**src/rtl/sas_pkg.sv**
```systemverilog
package sas_pkg;
   localparam int RES_BITS     = 10;
   localparam int EXTRA_PERIODS = 2;
   localparam int CONV_PERIODS = RES_BITS + EXTRA_PERIODS;
   localparam int BUF_WORDS    = 16;
   localparam int HALF_WORDS   = 8;
   localparam int CHANNELS     = 16;
   localparam logic [1:0] FMT_UINT_RIGHT = 2'h0;
   localparam logic [1:0] FMT_SINT_RIGHT = 2'h1;
   localparam logic [1:0] FMT_UINT_LEFT  = 2'h2;
   localparam logic [1:0] FMT_SINT_LEFT  = 2'h3;
   localparam logic [1:0] TRIG_SOFT = 2'h0;
   localparam logic [1:0] TRIG_HW   = 2'h1;
   localparam logic [1:0] TRIG_AUTO = 2'h2;
   localparam logic [1:0] TRIG_FREE = 2'h3;
   localparam logic [1:0] SEQ_SINGLE = 2'h0;
   localparam logic [1:0] SEQ_ALT    = 2'h1;
   localparam logic [1:0] SEQ_SCAN   = 2'h2;
   typedef enum logic [1:0] {SAS_INACTIVE, SAS_SAMPLE, SAS_CONVERT} sas_state_t;
endpackage

```
**src/rtl/sas_sequencer.sv**
```systemverilog
`timescale 1ns/1ps
// Contract
// RL1: Each conversion takes one period per bit plus two, twelve periods total.
// RL2: Ten-bit result formatted signed or unsigned, left or right justified.
// RL3: Each result goes to the sixteen-word store at successive locations.
// RL4: Optionally the store splits into two eight-word halves.
// RL5: Interrupt flag sets after one through sixteen conversions.
// RL6: On interrupt the write pointer and scan position return to start.
// RL7: A trigger ends sampling and starts a conversion or repeating sequence.
// RL8: Starts by software, free running, or a selected hardware event.
// RL9: Auto trigger uses a counter on the converter clock for intervals.
// RL10: Auto sampling alternates sample and convert, paced by the trigger.
// RL11: Inactive before setup and after software conversions, never with auto sampling.
// RL12: Convert entered at once after sample, left when conversion finishes.
// RL13: Single channel, two-channel alternation, or bit-map scan sequences.
// RL14: With scanning on, the next channel is chosen by hardware.
// RL15: A completed result is stored; sampling may restart, interrupt raised.
// RL16: Sampling start and end are each hardware or software controlled.
// RL17: Software configures a sampling time long enough and throughput-aware.
// RL18: Channel select codes cover up to sixteen inputs.
// RL19: Result store is read-only; nothing writes it from software.
// RL20: Reset gives inactive state, pointer zero, scan start, counter clear.
// RL21: Sample-enable output is high only in the sample state.
module sas_sequencer #(
   parameter int RES_BITS = sas_pkg::RES_BITS,
   parameter int CHANNELS = sas_pkg::CHANNELS,
   parameter int BUF_WORDS = sas_pkg::BUF_WORDS
) (
   input  wire logic        clk,
   input  wire logic        resetn,
   input  wire logic        conv_clk_en,
   input  wire logic        enable,
   input  wire logic        auto_sample,
   input  wire logic        sample_start,
   input  wire logic [1:0]  trig_sel,
   input  wire logic        soft_convert,
   input  wire logic        hw_event,
   input  wire logic [4:0]  auto_periods,
   input  wire logic [1:0]  seq_mode,
   input  wire logic [3:0]  chan_a,
   input  wire logic [3:0]  chan_b,
   input  wire logic [15:0] scan_map,
   input  wire logic [1:0]  format,
   input  wire logic        split_buf,
   input  wire logic [3:0]  irq_count,
   input  wire logic        irq_clear,
   input  wire logic        cmp_in,
   input  wire logic [3:0]  rd_addr,
   output logic             sample_en,
   output logic             dac_load,
   output logic [9:0]       sar_code,
   output logic [3:0]       chan_sel,
   output logic             irq_flag,
   output logic             half_fill,
   output logic             busy,
   output logic [15:0]      rd_data
);
   sas_pkg::sas_state_t state;
   logic [15:0] store [BUF_WORDS];
   logic [3:0]  conv_cnt;
   logic [4:0]  auto_cnt;
   logic [3:0]  wr_ptr;
   logic [3:0]  done_cnt;
   logic        alt_sel;
   logic [3:0]  scan_pos;
   logic [9:0]  result;
   logic        trigger;
   logic        conv_done;
   logic [3:0]  next_scan;
   logic [15:0] fmt_word;
   logic [3:0]  first_scan;

   // The auto counter reaching its target counts as a trigger.
   always_comb
   begin
      case (trig_sel)
         sas_pkg::TRIG_SOFT: trigger = soft_convert; // RL8
         sas_pkg::TRIG_HW:   trigger = hw_event; // RL8
         sas_pkg::TRIG_AUTO: trigger = conv_clk_en && (auto_cnt >= auto_periods); // RL9
         sas_pkg::TRIG_FREE: trigger = conv_clk_en; // RL8
         default:            trigger = 1'b0;
      endcase
   end

   assign conv_done = conv_clk_en && (conv_cnt == 4'(sas_pkg::CONV_PERIODS - 1)); // RL1

   always_ff @(posedge clk or negedge resetn)
   begin
      if (!resetn)
         auto_cnt <= 5'h00;
      else if (state != sas_pkg::SAS_SAMPLE)
         auto_cnt <= 5'h00;
      else if (conv_clk_en && auto_cnt != 5'h1f)
         auto_cnt <= auto_cnt + 5'h01; // RL9
   end

   always_ff @(posedge clk or negedge resetn)
   begin
      if (!resetn)
         state <= sas_pkg::SAS_INACTIVE; // RL20
      else if (!enable)
         state <= sas_pkg::SAS_INACTIVE; // RL11
      else
      begin
         case (state)
            sas_pkg::SAS_INACTIVE:
               if (auto_sample || sample_start)
                  state <= sas_pkg::SAS_SAMPLE; // RL16
            sas_pkg::SAS_SAMPLE:
               if (trigger)
                  state <= sas_pkg::SAS_CONVERT; // RL7 RL12
            sas_pkg::SAS_CONVERT:
               if (conv_done)
                  state <= auto_sample ? sas_pkg::SAS_SAMPLE : sas_pkg::SAS_INACTIVE; // RL10 RL11 RL12
            default:
               state <= sas_pkg::SAS_INACTIVE;
         endcase
      end
   end

   // Successive approximation: one bit is resolved per converter period, two trailing periods.
   always_ff @(posedge clk or negedge resetn)
   begin
      if (!resetn)
      begin
         conv_cnt <= 4'h0;
         sar_code <= 10'h000;
         result   <= 10'h000;
      end
      else if (state != sas_pkg::SAS_CONVERT)
      begin
         conv_cnt <= 4'h0;
         sar_code <= 10'h200;
      end
      else if (conv_clk_en)
      begin
         conv_cnt <= conv_done ? 4'h0 : conv_cnt + 4'h1; // RL1
         if (conv_cnt < 4'(RES_BITS))
         begin
            if (!cmp_in)
               sar_code[4'(RES_BITS - 1) - conv_cnt] <= 1'b0;
            if (conv_cnt != 4'(RES_BITS - 1))
               sar_code[4'(RES_BITS - 2) - conv_cnt] <= 1'b1;
         end
         if (conv_cnt == 4'(RES_BITS))
            result <= sar_code; // RL1
      end
   end

   always_ff @(posedge clk or negedge resetn)
   begin
      if (!resetn)
         dac_load <= 1'b0;
      else
         dac_load <= (state == sas_pkg::SAS_CONVERT) && conv_clk_en;
   end

   always_comb
   begin
      case (format)
         sas_pkg::FMT_UINT_RIGHT: fmt_word = {6'h00, result}; // RL2
         sas_pkg::FMT_SINT_RIGHT: fmt_word = {{6{~result[9]}}, ~result[9], result[8:0]}; // RL2
         sas_pkg::FMT_UINT_LEFT:  fmt_word = {result, 6'h00}; // RL2
         sas_pkg::FMT_SINT_LEFT:  fmt_word = {~result[9], result[8:0], 6'h00}; // RL2
         default:                 fmt_word = {6'h00, result};
      endcase
   end

   // Only the conversion path writes the store; there is no software write port.
   always_ff @(posedge clk)
   begin
      if (conv_done && state == sas_pkg::SAS_CONVERT)
         store[wr_ptr] <= fmt_word; // RL3 RL15 RL19
   end

   always_ff @(posedge clk or negedge resetn)
   begin
      if (!resetn)
         rd_data <= 16'h0000;
      else
         rd_data <= store[rd_addr];
   end

   // Pointer, counter and interrupt flag; a new completion wins over a clear.
   always_ff @(posedge clk or negedge resetn)
   begin
      if (!resetn)
      begin
         wr_ptr    <= 4'h0; // RL20
         done_cnt  <= 4'h0; // RL20
         irq_flag  <= 1'b0;
         half_fill <= 1'b0;
      end
      else if (conv_done && state == sas_pkg::SAS_CONVERT)
      begin
         if (done_cnt == irq_count)
         begin
            irq_flag <= 1'b1; // RL5 RL15
            done_cnt <= 4'h0;
            if (split_buf)
            begin
               half_fill <= ~half_fill; // RL4
               wr_ptr    <= half_fill ? 4'h0 : 4'(sas_pkg::HALF_WORDS); // RL4
            end
            else
               wr_ptr <= 4'h0; // RL6
         end
         else
         begin
            done_cnt <= done_cnt + 4'h1;
            wr_ptr   <= wr_ptr + 4'h1; // RL3
         end
      end
      else if (irq_clear)
         irq_flag <= 1'b0;
   end

   always_comb
   begin
      next_scan  = scan_pos;
      first_scan = 4'h0;
      for (int i = CHANNELS - 1; i >= 0; i--)
         if (scan_map[i])
            first_scan = 4'(i);
      for (int i = CHANNELS - 1; i >= 0; i--)
         if (scan_map[i] && 4'(i) > scan_pos)
            next_scan = 4'(i); // RL14
      if (next_scan == scan_pos)
         next_scan = first_scan;
   end

   always_ff @(posedge clk or negedge resetn)
   begin
      if (!resetn)
         scan_pos <= 4'h0; // RL20
      else if (seq_mode != sas_pkg::SEQ_SCAN)
         scan_pos <= first_scan;
      else if (conv_done && state == sas_pkg::SAS_CONVERT)
         scan_pos <= (done_cnt == irq_count) ? first_scan : next_scan; // RL6 RL14
   end

   always_ff @(posedge clk or negedge resetn)
   begin
      if (!resetn)
         alt_sel <= 1'b0;
      else if (seq_mode == sas_pkg::SEQ_ALT && conv_done && state == sas_pkg::SAS_CONVERT)
         alt_sel <= (done_cnt == irq_count) ? 1'b0 : ~alt_sel; // RL6 RL13
   end

   always_ff @(posedge clk or negedge resetn)
   begin
      if (!resetn)
         chan_sel <= 4'h0;
      else
      begin
         case (seq_mode)
            sas_pkg::SEQ_SINGLE: chan_sel <= chan_a; // RL13 RL18
            sas_pkg::SEQ_ALT:    chan_sel <= alt_sel ? chan_b : chan_a; // RL13
            sas_pkg::SEQ_SCAN:   chan_sel <= scan_pos; // RL13 RL18
            default:             chan_sel <= chan_a;
         endcase
      end
   end

   always_ff @(posedge clk or negedge resetn)
   begin
      if (!resetn)
      begin
         sample_en <= 1'b0;
         busy      <= 1'b0;
      end
      else
      begin
         sample_en <= (state == sas_pkg::SAS_SAMPLE); // RL21
         busy      <= (state == sas_pkg::SAS_CONVERT);
      end
   end
endmodule

```
**config.mk**
```make
export PLATFORM = sky130hd
export DESIGN_NAME = sas_sequencer
export DESIGN_NICKNAME = d
export VERILOG_FILES = /design/src/rtl/sas_pkg.sv /design/src/rtl/sas_sequencer.sv
export SDC_FILE = /design/constraint.sdc
export NUM_CORES = 1
export LEC_CHECK = 0
export BUFFER_PORTS_ARGS = -buffer_cell sky130_fd_sc_hd__buf_2
export CORE_MARGIN = 10
export CORE_UTILIZATION = 30
export DETAILED_ROUTE_END_ITERATION = 16
export SYNTH_ARGS = -nofsm -noshare
export SYNTH_HDL_FRONTEND = slang
export SYNTH_SLANG_ARGS = --single-unit
export TNS_END_PERCENT = 50
```
**constraint.sdc**
```tcl
create_clock -name clk -period 3.9 [get_ports clk]
set_input_delay 0 -clock clk [delete_from_list [all_inputs] [get_ports clk]]
set_output_delay 0 -clock clk [all_outputs]
set_load 0.02 [all_outputs]
```
### After elaboration in Yosys (flattened, before gate mapping)

Memories as Yosys holds them, arrays and structs flattened. A register that Yosys moved wholly into a read port is not among the register bits.
Cells that the tools add are included.

| word-level totals | value |
|---|---|
| bits in registers | 53 |
| bits in writable memories | 256 |
| input bits | 54 |
| output and inout port bits | 35 |
| memories kept | 1 |

Memories:

| memory | depth | width | read ports | clocked after Yosys merged registers in | write ports | RTL line | source |
|---|---|---|---|---|---|---|---|
| store | 16 | 16 | 1 | 1 | 1 | sas_sequencer.sv:59 | `logic [15:0] store [BUF_WORDS];` |

| cells by class | value |
|---|---|
| $add $sub $neg | 6 |
| magnitude comparators | 22 |
| eq/ne operators | 23 |
| multiplexer cells | 73 |
| bitwise operators | 7 |
| reductions and logical operators | 40 |

Operators by type and width:

| cell | number |
|---|---|
| 2-to-1 mux 4 bit | 44 |
| 2-to-1 mux 10 bit | 8 |
| case mux 16 bit (4 select lines) | 1 |
| greater-than comparator 4 bit (first input constant) | 8 |
| logical AND 1 bit | 25 |
| greater-than comparator 3 x 4 -> 1 bit (first input constant) | 4 |
| adder 4 x 1 -> 4 bit (second input constant) | 3 |
| equality test 2 bit (second input constant) | 6 |
| bitwise AND 10 bit | 1 |
| < comparator 4 x 5 -> 1 bit (second input constant) | 2 |
| 2-to-1 mux 5 bit | 2 |
| inverter 10 bit | 1 |
| OR 10 bit | 1 |
| nonzero test 2 bit | 5 |
| 2-to-1 mux 1 bit | 9 |
| != test 3 bit (second input constant) | 3 |
| AND reduction 3 bit | 3 |
| demux 1 bit (select 4 bit) | 2 |
| equality test 2 x 1 -> 1 bit (second input constant) | 4 |
| equality test 4 bit | 2 |
| equality test 4 bit (second input constant) | 2 |
| greater-or-equal comparator 4 x 1 -> 1 bit (second input constant) | 2 |
| greater-than comparator 1 x 4 -> 1 bit (first input constant) | 2 |
| greater-than comparator 2 x 4 -> 1 bit (first input constant) | 2 |
| 17 further kinds | 29 |

### Longest topological paths before layout

Gate-level depths: netlist of the first run.

| depth | value |
|---|---|
| depth after elaboration | 23 |
| depth in mapped cells | 10 |
| depth with buffers taken out | 10 |

### Worst setup path before layout of the first run

No wires, ideal clock.

| timing path | value |
|---|---|
| path type | reg2reg |
| start | register conv_cnt[0] |
| end | memory store[11][0], enable pin |
| arrival time | 2.505 ns |
| required time | 3.491 ns |
| setup slack | 0.986 ns |
| stages on the path, launching flop included | 6 |
| clock period less this slack | 2.914 ns |
| cells stage by stage | dfrtp_1 > ha_1 > and3_1 > nand2_1 > clkbuf_1 > nor3_1 |

| between the ends | value |
|---|---|
| word-level cells in the longest chain between the ends | 5 |

RTL lines:

| what | RTL line | source |
|---|---|---|
| start, declared | sas_sequencer.sv:60 | `logic [3:0] conv_cnt;` |
| start signal, assigned | sas_sequencer.sv:137 | `conv_cnt <= conv_done ? 4'h0 : conv_cnt + 4'h1;` |
| equality test 4 bit | sas_sequencer.sv:85 | `assign conv_done = conv_clk_en && (conv_cnt == 4'(sas_pkg::CONV_PERIODS - 1));` |
| logical AND 1 bit | sas_sequencer.sv:85 |  |
| logical AND 1 bit | sas_sequencer.sv:172 | `if (conv_done && state == sas_pkg::SAS_CONVERT)` |
| 2-to-1 mux 1 bit | sas_sequencer.sv:172 |  |
| 2-to-1 mux 1 bit (implied by the code) | sas_sequencer.sv:173 | `store[wr_ptr] <= fmt_word;` |
| end, declared | sas_sequencer.sv:59 |  |

Every way passes these cells.

### Worst setup path after layout of the first run

| timing path | value |
|---|---|
| start | register scan_pos[1] |
| end | register scan_pos[3] |

| between the ends | value |
|---|---|
| word-level cells in the longest chain between the ends | 23 |
| elaborated cells on any way between the ends | 53 |
| classes of those cells | order compare (16); eq/ne (1); mux (20); reduce/logical (16) |

RTL lines:

| what | RTL line | source |
|---|---|---|
| start, declared | sas_sequencer.sv:65 | `logic [3:0] scan_pos;` |
| start signal, assigned | sas_sequencer.sv:237 | `scan_pos <= first_scan;` |
| start signal, assigned | sas_sequencer.sv:239 | `scan_pos <= (done_cnt == irq_count) ? first_scan : next_scan;` |
| greater-than comparator 4 bit | sas_sequencer.sv:226 | `if (scan_map[i] && 4'(i) > scan_pos)` |
| logical AND 1 bit | sas_sequencer.sv:226 |  |
| 2-to-1 mux 4 bit (16 in a row) | sas_sequencer.sv:226 |  |
| equality test 4 bit | sas_sequencer.sv:228 | `if (next_scan == scan_pos)` |
| 2-to-1 mux 4 bit (*) | sas_sequencer.sv:228 |  |
| 2-to-1 mux 4 bit (*) | sas_sequencer.sv:239 |  |
| 2-to-1 mux 4 bit (*) | sas_sequencer.sv:238 | `else if (conv_done && state == sas_pkg::SAS_CONVERT)` |
| 2-to-1 mux 4 bit (*) | sas_sequencer.sv:236 | `else if (seq_mode != sas_pkg::SEQ_SCAN)` |

Every way passes the cells marked *; elsewhere a longest branch is shown, timed or not. The select of a mux whose other input is x is not followed.
A chain may end at the register's enable or synchronous reset.

==> load_flow_metrics.sql, run 1 <==
INSERT INTO impl_metrics (metric_group, metric, value, unit) VALUES
('placed_design', 'numPortBuffers', '88', ''),
('final_layout', 'layout_commonest_cell', 'edfxtp_1', ''),
('critical_path', 'arrival_time_worst_endpoint', '3780', 'ps'),
('final_layout', 'finished_layout_cell_area', '0.0165', 'mm^2'),
('global_route', 'grt_start_max_net_pins', '42', ''),
('synth', 'syn-mean-instance-area', '16.9', 'um^2'),
('synth', 'yosys_warnings', '0', ''),
('sta', 'fmax', '303', 'MHz'),
('critical_path', 'required', '4380', 'ps'),
('cts', 'number_of_buffers_created_by_cts', '37', ''),
('synth', 'post-synth-top-area-cell', 'edfxtp_1', ''),
('floorplan', 'dieArea', '0.0547', 'mm^2'),
('sta', 'tns', '0', 'ps'),
('sta', 'finalHoldViolCount', '2', ''),
('global_route', 'grt_overflow_total', '0', ''),
('drt', 'route.detailed.drc', '0', ''),
('cts', 'cts.reportedPaths.clkPinSlew', '60', 'ps'),
('run', 'max_cap_violations', '0', ''),
('critical_path', 'critical_path.startpoint_type', 'flop', ''),
('final_layout', 'multi_input_comb_area', '0.00407', 'mm^2'),
('sta', 'min_period_over_period', '84.8', '%'),
('status', 'failed_checks', 'hold timing', ''),
('placed_design', 'gp_congestion', '0.844', ''),
('floorplan', 'core.rowCount', '78', ''),
('final_layout', 'fraction_of_final_layout_cells_with_drive_strength_greater_than_1', '27.9', '%'),
('drt', 'viasPerCell', '4.88', ''),
('floorplan', 'io_pins', '89', ''),
('synth', 'synth_top_area_share', '56.0', '%'),
('critical_path', 'cp_slowest_cell', 'dfrtp_1', ''),
('synth', 'seq_area_frac_synth', '68.6', '%'),
('status', 'status', 'finished, violations left', ''),
('drt', 'drtIter0Drc', '470', ''),
('synth', 'synth-async-reset-ratio', '21.2', '%'),
('sta', 'fin_skew', '16.8', 'ps'),
('placed_design', 'dpl-instance-area', '0.0150', 'mm^2'),
('drt', 'met3_length', '1700', 'um'),
('sta', 'maxSlewHeadroom', '31.9', '%'),
('min_path', 'holdCritPathClass', 'in2async', ''),
('sta', 'setup_violations', '0', ''),
('power_and_ir_drop', 'vdd_ir_drop_max', '0.258', 'mV'),
('synth', 'synth_enable_flop_cells', '256', ''),
('drt', 'met1Wirelength', '14100', 'um'),
('synth', 'post_synth_num_cell_types', '63', ''),
('power_and_ir_drop', 'powerDensity', '464', 'mW/mm^2'),
('drt', 'routed-via-count', '7737', ''),
('drt', 'finalWirelength', '31300', 'um'),
('final_layout', 'most-common-layout-cells', 'edfxtp_1, buf_2, mux4_2', ''),
('global_route', 'global_route_wire_length_before_repair', '49100', 'um'),
('drt', 'topmost_layer_with_routed_signal_wires', 'met4', ''),
('synth', 'syn_nets', '889', ''),
('synth', 'synth.ff_latch_count', '325', ''),
('critical_path', 'timing.critical_path.fanout_max', '21', ''),
('cts', 'post_cts_resized', '0', ''),
('final_layout', 'areaGrowthSynthToFinish', '20.2', '%'),
('critical_path', 'worstPathCellList', 'a21boi_0 -> o21a_1 -> a211oi_1 -> a221oi_1 -> a211oi_2 -> o21ai_1 -> or4b_4 -> o211ai_2 -> dlygate4sd3_1', ''),
('sta', 'tightestPinTransition', '1020', 'ps'),
('sta', 'hold_ws', '-1.35', 'ps'),
('global_route', 'groute.usage.overall', '11.8', '%'),
('synth', 'postSynth.topFlopCell', 'edfxtp_1', ''),
('drt', 'met2_wirelength', '14900', 'um'),
('cts', 'cts_tree', 'done', ''),
('final_layout', 'num-fill-cells', '4279', ''),
('floorplan', 'chipWidth', '234', 'um'),
('critical_path', 'worst_path_largest_cell_delay', '720', 'ps'),
('cts', 'clk-insertion-delay-late', '550', 'ps'),
('sta', 'timing.final.crit_period', '3310', 'ps'),
('global_route', 'initial_antenna_violation_count', '0', ''),
('sta', 'timing.final.max_slew_violations', '0', ''),
('final_layout', 'nNetsFinal', '1030', ''),
('cts', 'clockBufferDepth', '3', ''),
('floorplan', 'core_area', '0.0453', 'mm^2');
[cells in the mapped netlist, types with 4 or more instances]
library cell / instances
o21a_1: 4
dfrtp_1: 69
or2_2: 4
o21ai_0: 35
nor2_1: 35
and2_1: 12
mux4_2: 80
a221o_1: 4
ha_1: 21
edfxtp_1: 256
nand2b_1: 7
xor2_1: 4
nand4_1: 4
o22ai_1: 4
nor2b_1: 17
mux2i_1: 4
buf_1: 11
o211ai_1: 5
mux2_2: 13
nor3b_1: 4
nand3_1: 13
a31oi_1: 5
xnor2_1: 7
a22o_1: 5
buf_2: 6
inv_1: 25
nand2_1: 36
a21oi_1: 30
clkbuf_1: 21
a21o_1: 12
and3_1: 9
nor3_1: 12
[state kept, by name (all words and copies together), names as in the netlist]
| name | cells |
|---|---|
| wr_ptr | 4 |
| result | 10 |
| rd_data | 16 |
| busy | 1 |
| half_fill | 1 |
| scan_pos | 4 |
| alt_sel | 1 |
| chan_sel | 4 |
| conv_cnt | 4 |
| sar_code | 10 |
| sample_en | 1 |
| store | 256 |
| dac_load | 1 |
| auto_cnt | 5 |
| state | 2 |
| done_cnt | 4 |
| irq_flag | 1 |
[area by class of cell]
class	instances	share of cell area, %
sequential	325	57.0
inverter	25	0.569
clock buffer	40	5.81
antenna	1	0.0152
multi-input combinational	425	24.7
clock inverter	28	1.68
timing repair buffer	141	5.66
tap	600	4.55
[final timing paths]
kind                                     to         start  slack, ps
worst min-delay path             rd_data[3]        resetn         -1
max in group asynchronous       scan_pos[0]        resetn       3060
worst min register to register    half_fill     half_fill        510
worst max-delay path            scan_pos[3]   scan_pos[1]        590
worst max register to register  scan_pos[3]   scan_pos[1]        590
min in group clk                done_cnt[3]  irq_count[3]         40
[routing by layer]
layer,global-route usage [%],vias to the layer above
met4,2.98,0
met3,2.88,41
li1,-,3510
met1,15.9,3979
met2,18.7,207
met5,0,-
[critical path: cells and delay by family (launching register included)]
| kind | cells | cell delay (ps) |
|---|---|---|
| AOI/OAI and AO/OA | 7 | 1430 |
| DFF | 1 | 720 |
| buffers and inverters | 1 | 560 |
| and+or+nand+nor | 1 | 530 |
[logic make-up after synthesis]
| group | share of synthesized area [%] |
|---|---|
| multiplexers | 14.5 |
| adder cells (fa/ha/maj) | 1.91 |
| XOR/XNOR | 0.702 |
| AO/OA/AOI/OAI | 6.20 |
| flip-flops | 68.6 |
| buffers and inverters | 1.83 |
| AND/OR/NAND/NOR | 6.30 |
[stage by stage]
| step | hold WS (ps) | total power [uW] | setup slack (ps) | utilization (%) | instances |
|---|---|---|---|---|---|
| final | -1.35 | 7660 | 594 | 36.4 | 1585 |
| after detailed placement | 88.2 | 4220 | 1030 | 33.0 | 1485 |
| after CTS | 8.86 | 7760 | 608 | 36.4 | 1584 |
| after floorplan | -296 | 4080 | 986 | - | 814 |
| after global placement | 84.0 | 4220 | 1100 | 33.0 | 1485 |
| after global routing | 52.5 | 7960 | 354 | 36.4 | 1584 |
[power by group]
group	switching, uW	internal, uW	leakage [uW]
Clock	1420	2070	0.000598
Sequential	26.2	3740	0.00283
Combinational	226	182	0.00210
Total	1670	5990	0.00553
[repair_timing]
action	in CTS	in global routing
hold buffers	31	0
buffers inserted	0	0
hold endpoints to repair	67	0
setup endpoints to repair	0	0
Power figures use the tool's default switching activity.
==> inputs of run 2 (changes only) <==
ABC_AREA = 1   (was unset)
clock period = 2.8 ns   (was 3.9 ns; I/O delays follow)
==> load_flow_metrics.sql, run 2 <==
INSERT INTO impl_metrics (metric_group, metric, value, unit) VALUES
('global_route', 'grt_start_max_net_pins', '63', ''),
('placed_design', 'post-place-ws', '658', 'ps'),
('critical_path', 'critical_path.endpoint', 'state[0]', ''),
('drt', 'route.detailed.drc', '0', ''),
('sta', 'setup_violations', '0', ''),
('drt', 'viasPerCell', '4.84', ''),
('critical_path', 'required', '3210', 'ps'),
('sta', 'maxSlewHeadroom', '32.4', '%'),
('drt', 'post_drt_wl_per_cell', '18.6', 'um'),
('synth', 'seq_area_frac_synth', '66.1', '%'),
('floorplan', 'io_pins', '89', ''),
('drt', 'drt.antenna.violating_nets', '0', ''),
('final_layout', 'nNetsFinal', '1444', ''),
('critical_path', 'worstReg2RegStart', 'state[0]', ''),
('synth', 'synth_top_area_share', '54.0', '%'),
('global_route', 'global_route_wire_length_before_repair', '56400', 'um'),
('min_path', 'holdCritPathClass', 'in2async', ''),
('synth', 'ys_top_cells_by_count', 'edfxtp_1, inv_1, nand2_1, o21ai_0, a21oi_1', ''),
('final_layout', 'num-fill-cells', '4546', ''),
('cts', 'number_of_buffers_created_by_cts', '35', ''),
('synth', 'syn_nets', '1296', ''),
('critical_path', 'worstRegToRegCells', '9', ''),
('sta', 'finalHoldViolCount', '0', ''),
('synth', 'synthMostInstantiatedCell', 'edfxtp_1', ''),
('final_layout', 'areaGrowthSynthToFinish', '20.0', '%'),
('final_layout', 'max_flop_register', 'store', ''),
('cts', 'cts.root.buffer_cell', 'clkbuf_16', ''),
('drt', 'drtIter0Drc', '809', ''),
('global_route', 'grt_overflow_total', '0', ''),
('critical_path', 'cpLargestDelayFamily', 'buffers and inverters', ''),
('critical_path', 'worstPathCellList', 'inv_1 -> nor2_2 -> nand2_1 -> a21oi_1 -> dlygate4sd3_1 -> o21ai_0 -> nand3_1 -> o21ai_0 -> dlygate4sd3_1', ''),
('sta', 'tns', '0', 'ps'),
('critical_path', 'arrival_time_worst_endpoint', '2900', 'ps'),
('power_and_ir_drop', 'powerDensity', '660', 'mW/mm^2'),
('final_layout', 'multi_input_comb_area', '0.00409', 'mm^2'),
('critical_path', 'timing.rr.end', 'state[0]', ''),
('sta', 'fmax', '401', 'MHz'),
('final_layout', 'number_of_flip_flops_in_the_largest_register', '256', ''),
('floorplan', 'core_area', '0.0468', 'mm^2'),
('critical_path', 'worst-path-buf-inv', '3', ''),
('sta', 'setup_repair_after_global_routing_missed_its_margin', 'false', ''),
('run', 'max_cap_violations', '0', ''),
('floorplan', 'dieArea', '0.0566', 'mm^2'),
('synth', 'synth.cell_area', '0.0142', 'mm^2'),
('sta', 'fin_ws', '306', 'ps'),
('synth', 'synth_enable_flop_cells', '256', ''),
('critical_path', 'instance_count_on_the_critical_path', '9', ''),
('floorplan', 'die_height', '238', 'um'),
('synth', 'synth-async-reset-ratio', '21.2', '%'),
('placed_design', 'numPortBuffers', '88', ''),
('cts', 'cts.reportedPaths.clkPinSlew', '60', 'ps'),
('cts', 'cts_tree', 'done', ''),
('power_and_ir_drop', 'vdd_ir_drop_max', '0.348', 'mV'),
('critical_path', 'worst_path_largest_cell_delay', '570', 'ps'),
('drt', 'first_pass_iters', '5', ''),
('sta', 'timing.final.crit_period', '2490', 'ps'),
('critical_path', 'setup.worst_path.start', 'state[0]', ''),
('synth', 'post-synth-top-area-cell', 'edfxtp_1', ''),
('synth', 'post_synth_num_cell_types', '43', ''),
('global_route', 'groute.usage.overall', '12.8', '%'),
('critical_path', 'cp_slowest_cell', 'dlygate4sd3_1', ''),
('final_layout', 'regArea', '0.00941', 'mm^2'),
('cts', 'cts.sinks', '325', ''),
('synth', 'syn-mean-instance-area', '11.7', 'um^2'),
('final_layout', 'layout_commonest_cell', 'edfxtp_1', ''),
('placed_design', 'gp_congestion', '0.868', ''),
('synth', 'synth.ff_latch_count', '325', ''),
('placed_design', 'dp_hpwl', '25300', 'um'),
('final_layout', 'biggest_registers_after_layout', 'store x256, rd_data x16', ''),
('status', 'status', 'finished clean', ''),
('drt', 'routed-via-count', '9706', ''),
('critical_path', 'critical_path.startpoint_type', 'flop', ''),
('sta', 'fin_skew', '19.8', 'ps'),
('floorplan', 'chipWidth', '238', 'um'),
('critical_path', 'timing.critical_path.fanout_max', '8', ''),
('global_route', 'initial_antenna_violation_count', '0', ''),
('power_and_ir_drop', 'leakage', '0.00676', 'uW'),
('cts', 'clockBufferDepth', '3', ''),
('global_route', 'first_global_vias', '9530', ''),
('synth', 'syn_inst', '1221', ''),
('final_layout', 'most-common-layout-cells', 'edfxtp_1, inv_1, nand2_1', ''),
('cts', 'postCtsSetupRepairBufs', '0', ''),
('floorplan', 'floorplan.initialDensity', '30.4', '%'),
('critical_path', 'regToRegSetupSlack', '310', 'ps'),
('cts', 'clk-insertion-delay-late', '530', 'ps'),
('synth', 'yosys_warnings', '0', ''),
('synth', 'synth.area.top_cells', 'edfxtp_1, dfrtp_1, mux2i_1', ''),
('critical_path', 'worst_setup_path_end_kind', 'flop', ''),
('cts', 'htree_num_levels', '2', ''),
('drt', 'finalWirelength', '37200', 'um'),
('critical_path', 'worst-setup-path-type', 'reg2reg', ''),
('sta', 'min_period_over_period', '89.1', '%'),
('sta', 'timing.final.max_slew_violations', '0', ''),
('sta', 'tightestPinTransition', '1010', 'ps'),
('floorplan', 'core.rowCount', '79', ''),
('final_layout', 'fraction_of_final_layout_cells_with_drive_strength_greater_than_1', '17.1', '%'),
('synth', 'postSynth.topFlopCell', 'edfxtp_1', '');
-- run 2: final cells by class --
type,count,share of cell area (%)
sequential,325,55.1
inverter,158,3.47
clock inverter,17,1.03
tap,607,4.45
antenna,1,0.0146
multi-input combinational,688,23.9
clock buffer,47,5.75
timing repair buffer,161,6.28
-- run 2: metal layers --
| layer | vias to the layer above | global-route usage [%] | wire length [um] |
|---|---|---|---|
| met5 | - | 0 | 0 |
| met4 | 0 | 2.68 | 434 |
| met3 | 36 | 3.09 | 2540 |
| met2 | 314 | 21.7 | 18200 |
| met1 | 4738 | 16.4 | 16000 |
| li1 | 4618 | - | - |
-- run 2: how the worst min path moves through the flow --
| stage | startpoint | endpoint | slack (ps) | cells past startpoint |
|---|---|---|---|---|
| after floorplan | resetn | alt_sel | -300 | 0 |
| after global placement | resetn | busy | 40 | 1 |
| after detailed placement | resetn | conv_cnt[0] | 50 | 1 |
| after CTS | resetn | state[1] | 30 | 2 |
| after global routing | scan_map[4] | scan_pos[3] | 60 | 8 |
| final | resetn | dac_load | 3 | 2 |
-- run 2: cell families after synthesis --
| group | after synthesis | synth area share (%) |
|---|---|---|
| flops | 325 | 66.1 |
| compound gates | 305 | 12.4 |
| simple gates | 288 | 8.87 |
| buf+inv | 208 | 5.59 |
| mux | 64 | 4.50 |
| fa+ha+maj | 21 | 1.85 |
| xor+xnor | 10 | 0.615 |
-- run 2: metrics by stage --
stage               instances  area [um^2]  hold slack, ps  utilization (%)  total power, uW
floorplan                1221        14200            -296                -             6240
global placement         1914        15700            43.3             33.5             6680
detailed placement       1914        15700            54.2             33.5             6700
CTS                      2003        17100            28.7             36.5            11400
global route             2003        17100            60.9             36.5            11700
finish                   2004        17100            2.74             36.5            11300
-- run 2: timing repair --
| action | CTS | global route |
|---|---|---|
| endpoints found under the setup margin | 0 | 2 |
| gates resized for setup | 0 | 1 |
| hold buffers | 25 | 0 |
| endpoints found under the hold margin | 89 | 0 |
-- run 2: power breakdown --
group	internal (uW)	switching, uW
Combinational	425	851
Sequential	5310	73.4
Clock	2760	1860
Total	8490	2790
